`config.mk`:
```
export PLATFORM = sky130hd
export DESIGN_NAME = usb_ep0_in_ctrl
export DESIGN_NICKNAME = d
export VERILOG_FILES = /design/src/shared/usb_ep0_pkg.sv /design/src/shared/session_timer_if.sv /design/src/rtl/ep0_handshake.sv /design/src/rtl/session_timer.sv /design/src/rtl/usb_ep0_in_ctrl.sv
export VERILOG_INCLUDE_DIRS = /design/src /design/src/shared
export SDC_FILE = /design/constraint.sdc
export NUM_CORES = 1
export LEC_CHECK = 0
export BUFFER_PORTS_ARGS = -buffer_cell sky130_fd_sc_hd__buf_2
export CAP_MARGIN = 5
export CORE_MARGIN = 2
export CORE_UTILIZATION = 51
export CTS_CLUSTER_DIAMETER = 80
export DETAILED_ROUTE_END_ITERATION = 6
export PLACE_DENSITY = 0.85
export SLEW_MARGIN = 20
export SYNTH_ARGS = -nofsm -noshare
export SYNTH_HDL_FRONTEND = slang
export SYNTH_SLANG_ARGS = --single-unit
```
`constraint.sdc`:
```
create_clock -name core_clk -period 4.2 [get_ports core_clk]
set_clock_uncertainty 0.15 [all_clocks]
set_input_delay 0.21 -clock core_clk [delete_from_list [all_inputs] [get_ports core_clk]]
set_output_delay 0.21 -clock core_clk [all_outputs]
set_load 0.005 [all_outputs]
```
`src/shared/usb_ep0_params.svh`:
```
// offsets, field positions, reset values and timing counts for the ep0 in slice
`ifndef USB_EP0_PARAMS_SVH
`define USB_EP0_PARAMS_SVH

`define OFF_DISCHARGE_TIME 12'h828
`define OFF_PULSE_TIME 12'h82c
`define OFF_FIFO_EMPTY_MASK 12'h834
`define OFF_EP0_CONTROL 12'h900
`define OFF_IRQ_STATUS 12'h840
`define OFF_IRQ_MASK 12'h844
`define OFF_SESSION_CTRL 12'h848
`define OFF_EP0_STATUS 12'h84c

`define RST_DISCHARGE_TIME 16'h17d7
`define RST_PULSE_TIME 12'h5b8

`define BIT_GO 31
`define BIT_STOP 30
`define BIT_SET_NAK 27
`define BIT_CLEAR_NAK 26
`define FIFO_SEL_HI 25
`define FIFO_SEL_LO 22
`define BIT_STALL 21
`define TYPE_HI 19
`define TYPE_LO 18
`define BIT_NAK_STATE 17
`define BIT_ACTIVE 15

`define PRESCALE_BITS 10
`define ENDPOINT_TYPE_CONTROL 2'h0

`define IRQ_DISABLED 0
`define IRQ_COMPLETE 1
`define IRQ_SESSION_DONE 2
`define IRQ_FIFO_EMPTY 3

`endif

```
`src/shared/usb_ep0_pkg.sv`:
```
// types for the ep0 in slice
package usb_ep0_pkg;
    typedef enum logic [1:0] {SESS_IDLE, SESS_PULSE, SESS_DISCHARGE} session_state_type;
    typedef enum logic [1:0] {HS_NONE, HS_ACK, HS_NAK, HS_STALL} handshake_type;
endpackage

```
`src/shared/session_timer_if.sv`:
```
// carrier between the register file and the session timer
`timescale 1ns/1ps
`default_nettype none
interface session_timer_if;
    logic start;
    logic [15:0] dischargeTime;
    logic [11:0] pulseTime;
    logic supplyPulse;
    logic busy;
    logic done;
    modport ctrl (output start, output dischargeTime, output pulseTime,
        input supplyPulse, input busy, input done);
    modport timer (input start, input dischargeTime, input pulseTime,
        output supplyPulse, output busy, output done);
endinterface
`default_nettype wire

```
`src/rtl/ep0_handshake.sv`:
```
// handshake choice for in endpoint 0
`timescale 1ns/1ps
`default_nettype none
module ep0_handshake
    import usb_ep0_pkg::*;
(
    // tokens
    input wire logic inToken,
    input wire logic setupData,
    // endpoint state
    input wire logic stall,
    input wire logic nakState,
    input wire logic globalInNak,
    input wire logic globalOutNak,
    input wire logic fifoHasData,
    // answer
    output handshake_type answer,
    output logic sendData
);
    // stall over nak, setup always acked
    always_comb begin
        answer = HS_NONE;
        sendData = 1'b0;
        if (setupData) begin
            answer = HS_ACK;
        end else if (inToken) begin
            if (stall) begin
                answer = HS_STALL;
            end else if (nakState || globalInNak || globalOutNak || !fifoHasData) begin
                answer = HS_NAK;
            end else begin
                sendData = 1'b1;
            end
        end
    end
endmodule // ep0_handshake
`default_nettype wire

```
`src/rtl/session_timer.sv`:
```
// supply pulse and discharge timer for a session request
`timescale 1ns/1ps
`default_nettype none
`include "usb_ep0_params.svh"
module session_timer
    import usb_ep0_pkg::*;
(
    // clock and reset
    input wire logic core_clk,
    input wire logic srst,
    // control side
    session_timer_if.timer tif
);
    typedef struct packed {
        session_state_type state;
        logic [`PRESCALE_BITS-1:0] prescale;
        logic [15:0] units;
        logic done;
    } timer_state_type;

    timer_state_type cur, next_cur;
    logic tick;

    // prescaler tick, unit compare and phase sequencing
    always_comb begin
        next_cur = cur;
        next_cur.done = 1'b0;
        next_cur.prescale = cur.prescale + 1'b1;
        tick = (cur.prescale == {`PRESCALE_BITS{1'b1}});
        case (cur.state)
            SESS_IDLE: begin
                if (tif.start) begin
                    next_cur.state = SESS_PULSE;
                    next_cur.units = 16'h0;
                    next_cur.prescale = '0;
                end
            end
            SESS_PULSE: begin
                if (tick) begin
                    next_cur.units = cur.units + 16'h1;
                    if (cur.units + 16'h1 >= {4'h0, tif.pulseTime}) begin
                        next_cur.state = SESS_DISCHARGE;
                        next_cur.units = 16'h0;
                    end
                end
            end
            SESS_DISCHARGE: begin
                if (tick) begin
                    next_cur.units = cur.units + 16'h1;
                    if (cur.units + 16'h1 >= tif.dischargeTime) begin
                        next_cur.state = SESS_IDLE;
                        next_cur.done = 1'b1;
                    end
                end
            end
            default: next_cur.state = SESS_IDLE;
        endcase
    end

    // state register
    always_ff @(posedge core_clk) begin
        if (srst) begin
            cur <= '0;
        end else begin
            cur <= next_cur;
        end
    end

    assign tif.supplyPulse = (cur.state == SESS_PULSE);
    assign tif.busy = (cur.state != SESS_IDLE);
    assign tif.done = cur.done;
endmodule // session_timer
`default_nettype wire

```
`src/rtl/usb_ep0_in_ctrl.sv`:
```
// register file and control of in endpoint 0 with session request timing
//
// The strobed register port is this design's own decision.
`timescale 1ns/1ps
`default_nettype none
`include "usb_ep0_params.svh"
// Functional notes
// - discharge time 16 bits, 1024 clocks each
// - pulse time 12 bits, 1024 clocks each
// - pulse first, then discharge interval
// - per-endpoint fifo empty interrupt mask
// - go bit cleared before disable/complete interrupt
// - stop request halts, cleared before interrupt
// - set nak by write or setup
// - clear nak by write
// - four-bit tx fifo select field
// - stall set by software, cleared by setup
// - stall beats any nak
// - endpoint type reads fixed 00
// - nak state bit shows nak handshaking
// - nak state blocks data transmission
// - setup data always acked
// - active flag reads one
// - max packet code 64/32/16/8 bytes
module usb_ep0_in_ctrl
    import usb_ep0_pkg::*;
(
    // clock and reset
    input wire logic core_clk,
    input wire logic srst,
    // register port
    input wire logic [11:0] regAddr,
    input wire logic [31:0] regWdata,
    input wire logic regWrite,
    input wire logic regRead,
    output logic [31:0] regRdata,
    // usb side events
    input wire logic inToken,
    input wire logic setupReceived,
    input wire logic setupData,
    input wire logic transferDone,
    input wire logic globalInNak,
    input wire logic globalOutNak,
    input wire logic fifoHasData,
    input wire logic [15:0] txFifoEmptyEvent,
    // usb side answers
    output handshake_type answer,
    output logic sendData,
    output logic [3:0] txFifoSelect,
    output logic [6:0] maxPacketBytes,
    output logic supplyPulse,
    // interrupts
    output logic irq
);
    typedef struct packed {
        logic [15:0] dischargeTime;
        logic [11:0] pulseTime;
        logic [15:0] fifoEmptyMask;
        logic endpointGo;
        logic stopRequest;
        logic [3:0] fifoSelect;
        logic stall;
        logic nakState;
        logic [1:0] maxPacketCode;
        logic [3:0] irqStatus;
        logic [3:0] irqMask;
        logic [15:0] fifoEmptyStatus;
        logic sessionStart;
        logic stopPending;
        logic completePending;
        logic [31:0] rdata;
    } ctrl_state_type;

    ctrl_state_type cur, next_cur;
    session_timer_if tif();
    handshake_type hsAnswer;
    logic hsData;
    logic wrDisch, wrPulse, wrMask, wrCtl, wrIrqSt, wrIrqMask, wrSess;
    logic [31:0] ctlWord;
    logic [3:0] irqSet;
    logic [15:0] fifoSet;

    // ---------------------------------------------------------------
    // submodules
    // ---------------------------------------------------------------
    session_timer u_timer (
        .core_clk(core_clk),
        .srst(srst),
        .tif(tif)
    );

    ep0_handshake u_hs (
        .inToken(inToken),
        .setupData(setupData),
        .stall(cur.stall),
        .nakState(cur.nakState),
        .globalInNak(globalInNak),
        .globalOutNak(globalOutNak),
        .fifoHasData(fifoHasData && cur.endpointGo),
        .answer(hsAnswer),
        .sendData(hsData)
    );

    assign tif.start = cur.sessionStart;
    assign tif.dischargeTime = cur.dischargeTime;
    assign tif.pulseTime = cur.pulseTime;

    // ---------------------------------------------------------------
    // address decode
    // ---------------------------------------------------------------
    assign wrDisch = regWrite && (regAddr == `OFF_DISCHARGE_TIME);
    assign wrPulse = regWrite && (regAddr == `OFF_PULSE_TIME);
    assign wrMask = regWrite && (regAddr == `OFF_FIFO_EMPTY_MASK);
    assign wrCtl = regWrite && (regAddr == `OFF_EP0_CONTROL);
    assign wrIrqSt = regWrite && (regAddr == `OFF_IRQ_STATUS);
    assign wrIrqMask = regWrite && (regAddr == `OFF_IRQ_MASK);
    assign wrSess = regWrite && (regAddr == `OFF_SESSION_CTRL);

    // control word as read back
    always_comb begin
        ctlWord = 32'h0;
        ctlWord[`BIT_GO] = cur.endpointGo;
        ctlWord[`BIT_STOP] = cur.stopRequest;
        ctlWord[`FIFO_SEL_HI:`FIFO_SEL_LO] = cur.fifoSelect;
        ctlWord[`BIT_STALL] = cur.stall;
        ctlWord[`TYPE_HI:`TYPE_LO] = `ENDPOINT_TYPE_CONTROL;
        ctlWord[`BIT_NAK_STATE] = cur.nakState;
        ctlWord[`BIT_ACTIVE] = 1'b1;
        ctlWord[1:0] = cur.maxPacketCode;
    end

    // ---------------------------------------------------------------
    // register and endpoint behaviour
    // ---------------------------------------------------------------
    always_comb begin
        next_cur = cur;
        irqSet = 4'h0;
        fifoSet = 16'h0;
        next_cur.sessionStart = 1'b0;
        next_cur.completePending = 1'b0;
        next_cur.stopPending = 1'b0;
        if (wrDisch) begin
            next_cur.dischargeTime = regWdata[15:0];
        end
        if (wrPulse) begin
            next_cur.pulseTime = regWdata[11:0];
        end
        if (wrMask) begin
            next_cur.fifoEmptyMask = regWdata[15:0];
        end
        if (wrIrqMask) begin
            next_cur.irqMask = regWdata[3:0];
        end
        if (wrSess && regWdata[0] && !tif.busy) begin
            next_cur.sessionStart = 1'b1;
        end
        if (wrCtl) begin
            next_cur.fifoSelect = regWdata[`FIFO_SEL_HI:`FIFO_SEL_LO];
            next_cur.maxPacketCode = regWdata[1:0];
            if (regWdata[`BIT_GO]) begin
                next_cur.endpointGo = 1'b1;
            end
            if (regWdata[`BIT_STOP] && cur.endpointGo) begin
                next_cur.stopRequest = 1'b1;
            end
            if (regWdata[`BIT_STALL]) begin
                next_cur.stall = 1'b1;
            end
            if (regWdata[`BIT_CLEAR_NAK]) begin
                next_cur.nakState = 1'b0;
            end
            if (regWdata[`BIT_SET_NAK]) begin
                next_cur.nakState = 1'b1;
            end
        end
        // setup arrival: nak set and stall cleared
        if (setupReceived) begin
            next_cur.nakState = 1'b1;
            next_cur.stall = 1'b0;
        end
        // stop request: drop go and request, flag disabled next cycle
        if (cur.stopRequest) begin
            next_cur.endpointGo = 1'b0;
            next_cur.stopRequest = 1'b0;
            next_cur.stopPending = 1'b1;
        end else if (transferDone && cur.endpointGo) begin
            next_cur.endpointGo = 1'b0;
            next_cur.completePending = 1'b1;
        end
        // disabled and complete interrupts raised one cycle after the go bit has cleared
        irqSet[`IRQ_DISABLED] = cur.stopPending;
        irqSet[`IRQ_COMPLETE] = cur.completePending;
        irqSet[`IRQ_SESSION_DONE] = tif.done;
        fifoSet = txFifoEmptyEvent;
        irqSet[`IRQ_FIFO_EMPTY] = |(txFifoEmptyEvent & cur.fifoEmptyMask);
        // write one to clear, a set in the same cycle wins
        if (wrIrqSt) begin
            next_cur.irqStatus = cur.irqStatus & ~regWdata[3:0];
        end
        if (wrMask && regWdata[31]) begin
            next_cur.fifoEmptyStatus = 16'h0;
        end
        next_cur.irqStatus = next_cur.irqStatus | irqSet;
        next_cur.fifoEmptyStatus = next_cur.fifoEmptyStatus | fifoSet;
        // read data, one cycle later, unmapped reads zero
        next_cur.rdata = 32'h0;
        if (regRead) begin
            case (regAddr)
                `OFF_DISCHARGE_TIME: next_cur.rdata = {16'h0, cur.dischargeTime};
                `OFF_PULSE_TIME: next_cur.rdata = {20'h0, cur.pulseTime};
                `OFF_FIFO_EMPTY_MASK: next_cur.rdata = {16'h0, cur.fifoEmptyMask};
                `OFF_EP0_CONTROL: next_cur.rdata = ctlWord;
                `OFF_IRQ_STATUS: next_cur.rdata = {28'h0, cur.irqStatus};
                `OFF_IRQ_MASK: next_cur.rdata = {28'h0, cur.irqMask};
                `OFF_SESSION_CTRL: next_cur.rdata = {30'h0, tif.supplyPulse, tif.busy};
                `OFF_EP0_STATUS: next_cur.rdata = {16'h0, cur.fifoEmptyStatus};
                default: next_cur.rdata = 32'h0;
            endcase
        end
    end

    // state register
    always_ff @(posedge core_clk) begin
        if (srst) begin
            cur <= '0;
            cur.dischargeTime <= `RST_DISCHARGE_TIME;
            cur.pulseTime <= `RST_PULSE_TIME;
        end else begin
            cur <= next_cur;
        end
    end

    // ---------------------------------------------------------------
    // outputs
    // ---------------------------------------------------------------
    assign regRdata = cur.rdata;
    assign answer = hsAnswer;
    assign sendData = hsData && !cur.nakState;
    assign txFifoSelect = cur.fifoSelect;
    assign maxPacketBytes = 7'h40 >> cur.maxPacketCode;
    assign supplyPulse = tif.supplyPulse;
    assign irq = |(cur.irqStatus & cur.irqMask);
endmodule // usb_ep0_in_ctrl
`default_nettype wire

```
==> qor.yml <==
yosysSeqAreaShare: 0.398
multi_input_area_mm2: 0.00350
drive_above_1_share: 0.184
worstPathBufferInverterCount: 0
path_cells: "ha_1 -> nand3_4 -> nor4_1 -> xnor2_1 -> ha_1 -> a211o_1 -> o211ai_1 -> nand4b_1 -> nor4_4 -> a31oi_4 -> or3_1 -> o31ai_1"
grt_use_total: 0.255
vias: 6222
power_mw: 2.90
dp_cells: 1001
min_from: "regAddr[3]"
drv_slew: 0
start_util: 0.527
cts_buffers: 17
cp-end-kind: "register"
syn_inst: 783
fp.dieH_um: 119
gp_congestion: 0.902
row_count: 41
max_slew_margin: 0.257
num_io_pins: 119
status: "completed"
ys_types: 66
cp_top_family: "simple AND/OR/NAND/NOR gates"
post-route-util: 0.638
grt_antenna_before_repair: 0
peakVddDrop_v: 0.000250
dpl_cell_area_mm2: 0.00713
setup_viol: 0
dr.first_iter.drc_count: 653
critPathMaxStageDelay_ns: 0.51
dieArea_mm2: 0.0141
final_cell_mix: "dfxtp_1 (134), buf_2 (100), nand2_1 (93), a21oi_1 (71), nor2_1 (69)"
nFillCells: 991
worst_pin_slew_ns: 1.11
firstDrtPassIters: 6
synth-edff-count: 0
reg2reg_depth: 12
final_cells: 1076
ant_nets: 0
tns_ns: 0
grt_pass1_vias: 6072
wl_per_cell_um: 16.4
post-route-min-period_ns: 3.80
cts.sinks: 134
ys_ff_latch: 134
critPathLaunchType: "register"
die_w_um: 119
syn_area_mm2: 0.00673
cp_slowest_cell: "nor4_1"
worstReg2RegEnd: "u_timer.cur[13]"
worst_hold_path_type: "input pin to register"
grt_max_degree: 40
syn_area_per_cell_um2: 8.60
powerDensity_mw_per_mm2: 356
grt_pass1_wl_um: 29200
final_common_cell: "dfxtp_1"
critPathCapture: "u_timer.cur[13]"
antenna-diode-count: 0
port_buffers: 100
critical_path_cell_count: 12
synth_ff_type: "dfxtp_1"
hold_viol_final: 0
wirelength_um: 17700
final_nets: 996
fmax_ghz: 0.263
drc: 0
period_share: 0.904
p_leak_nw: 3.31
rsz0062_at_grt: "no"
criticalPathCategory: "register to register"
cts_tree: "done"
viasPerCell: 5.78
postLayoutCellArea_mm2: 0.00814
maxCapViolCount: 0
clk_pin_slew_ns: 0.06
crit_path_frequent_cell: "ha_1"
async_flop_share: 0
area_delta_synth_final_pct: 20.9
insertion_delay_ns: 0.42
cp_data_arrival_time_ns: 3.98
regArea_mm2: 0.00268
critPathLaunch: "u_timer.cur[1]"
grt-ovfl-total: 0
r2r_start: "u_timer.cur[1]"
root_buffer: "clkbuf_16"
htreeDepth: 4
hpwl_um: 11700
coreArea_mm2: 0.0128
postCtsSetupBuffers: 0
clockBufferDepth: 2
crit_fanout: 10
ys_warn_count: 0
rrSetupSlack_ns: 0.40
cp.required_ns: 4.39
==> what timing repair did <==
| item | CTS | global route |
|---|---|---|
| hold buffers | 43 | 0 |
| endpoints found under the hold margin | 74 | 0 |
| resized for setup | 0 | 0 |
==> cells by family after synthesis <==
group | synth area share
compound gates | 0.172
xor+xnor | 0.0273
fa+ha+maj | 0.0632
buf+inv | 0.0894
flops | 0.398
mux | 0.0321
other cells | 0.000557
simple gates | 0.217
==> cells in the mapped netlist (all sizes together), types with 14 or more instances <==
library cell  number  area, µm²
o21ai             14       70.1
o211ai            19        143
a22oi             22        165
nor3              15       90.1
ha                34        425
buf               46        332
nand2             93        349
nand3             29        170
clkbuf            28        116
mux2i             16        160
nor2              69        259
inv               40        150
a21oi             71        355
dfxtp            134       2680
nor4              15        128
==> per-layer routing <==
metal  up-vias  track usage  part of all wire
li1       2963            -                 -
met1      2900        0.309              0.42
met2       311        0.428              0.48
met3        48       0.0733             0.077
met4         0       0.0982             0.028
met5         -            0                 0
==> worst min-delay path by stage <==
stage	slack, ns	depth (start not counted)	to
global placement	0.24	2	ctlWord[21]
finish	0.10	3	tif.start
detailed placement	0.25	2	ctlWord[21]
CTS	0.05	3	tif.start
floorplan	0.14	1	ctlWord[21]
global route	0.12	3	ctlWord[30]
==> sequential cells by signal (all words and copies together) (netlist names) <==
signal and cells:
cur 42, u_timer.cur 28, regRdata 24, tif.dischargeTime 16, tif.pulseTime 12, ctlWord 6
txFifoSelect 4, tif.start 1, u_timer.tif.done 1
==> power by group <==
| part | internal (mW) | total (mW) | switching [mW] |
|---|---|---|---|
| logic | 0.0637 | 0.139 | 0.0752 |
| registers | 1.29 | 1.29 | 0.00800 |
| clock network | 0.908 | 1.47 | 0.560 |
==> cell type report <==
type                       instances  share of cell area
multi-input combinational        544               0.430
sequential                       134               0.329
clock buffer                      22              0.0570
inverter                          41              0.0189
tap                              172              0.0264
clock inverter                    10              0.0151
timing repair buffer             153               0.124
==> metrics by stage <==
stage	worst slack [ns]	hold slack, ns
final	0.404	0.105
after global routing	0.106	0.115
after CTS	0.390	0.0518
after detailed placement	0.394	0.253
after global placement	0.519	0.244
after floorplan	0.944	0.137
==> worst register-to-register path, cell delays in order, from the launching register on <==
cell	delay, ns
dfxtp_1	0.49
ha_1	0.37
nand3_4	0.13
nor4_1	0.51
xnor2_1	0.20
ha_1	0.24
a211o_1	0.27
o211ai_1	0.08
nand4b_1	0.18
nor4_4	0.30
a31oi_4	0.22
or3_1	0.39
o31ai_1	0.19
Note: power is estimated with default switching activity, not from simulation.
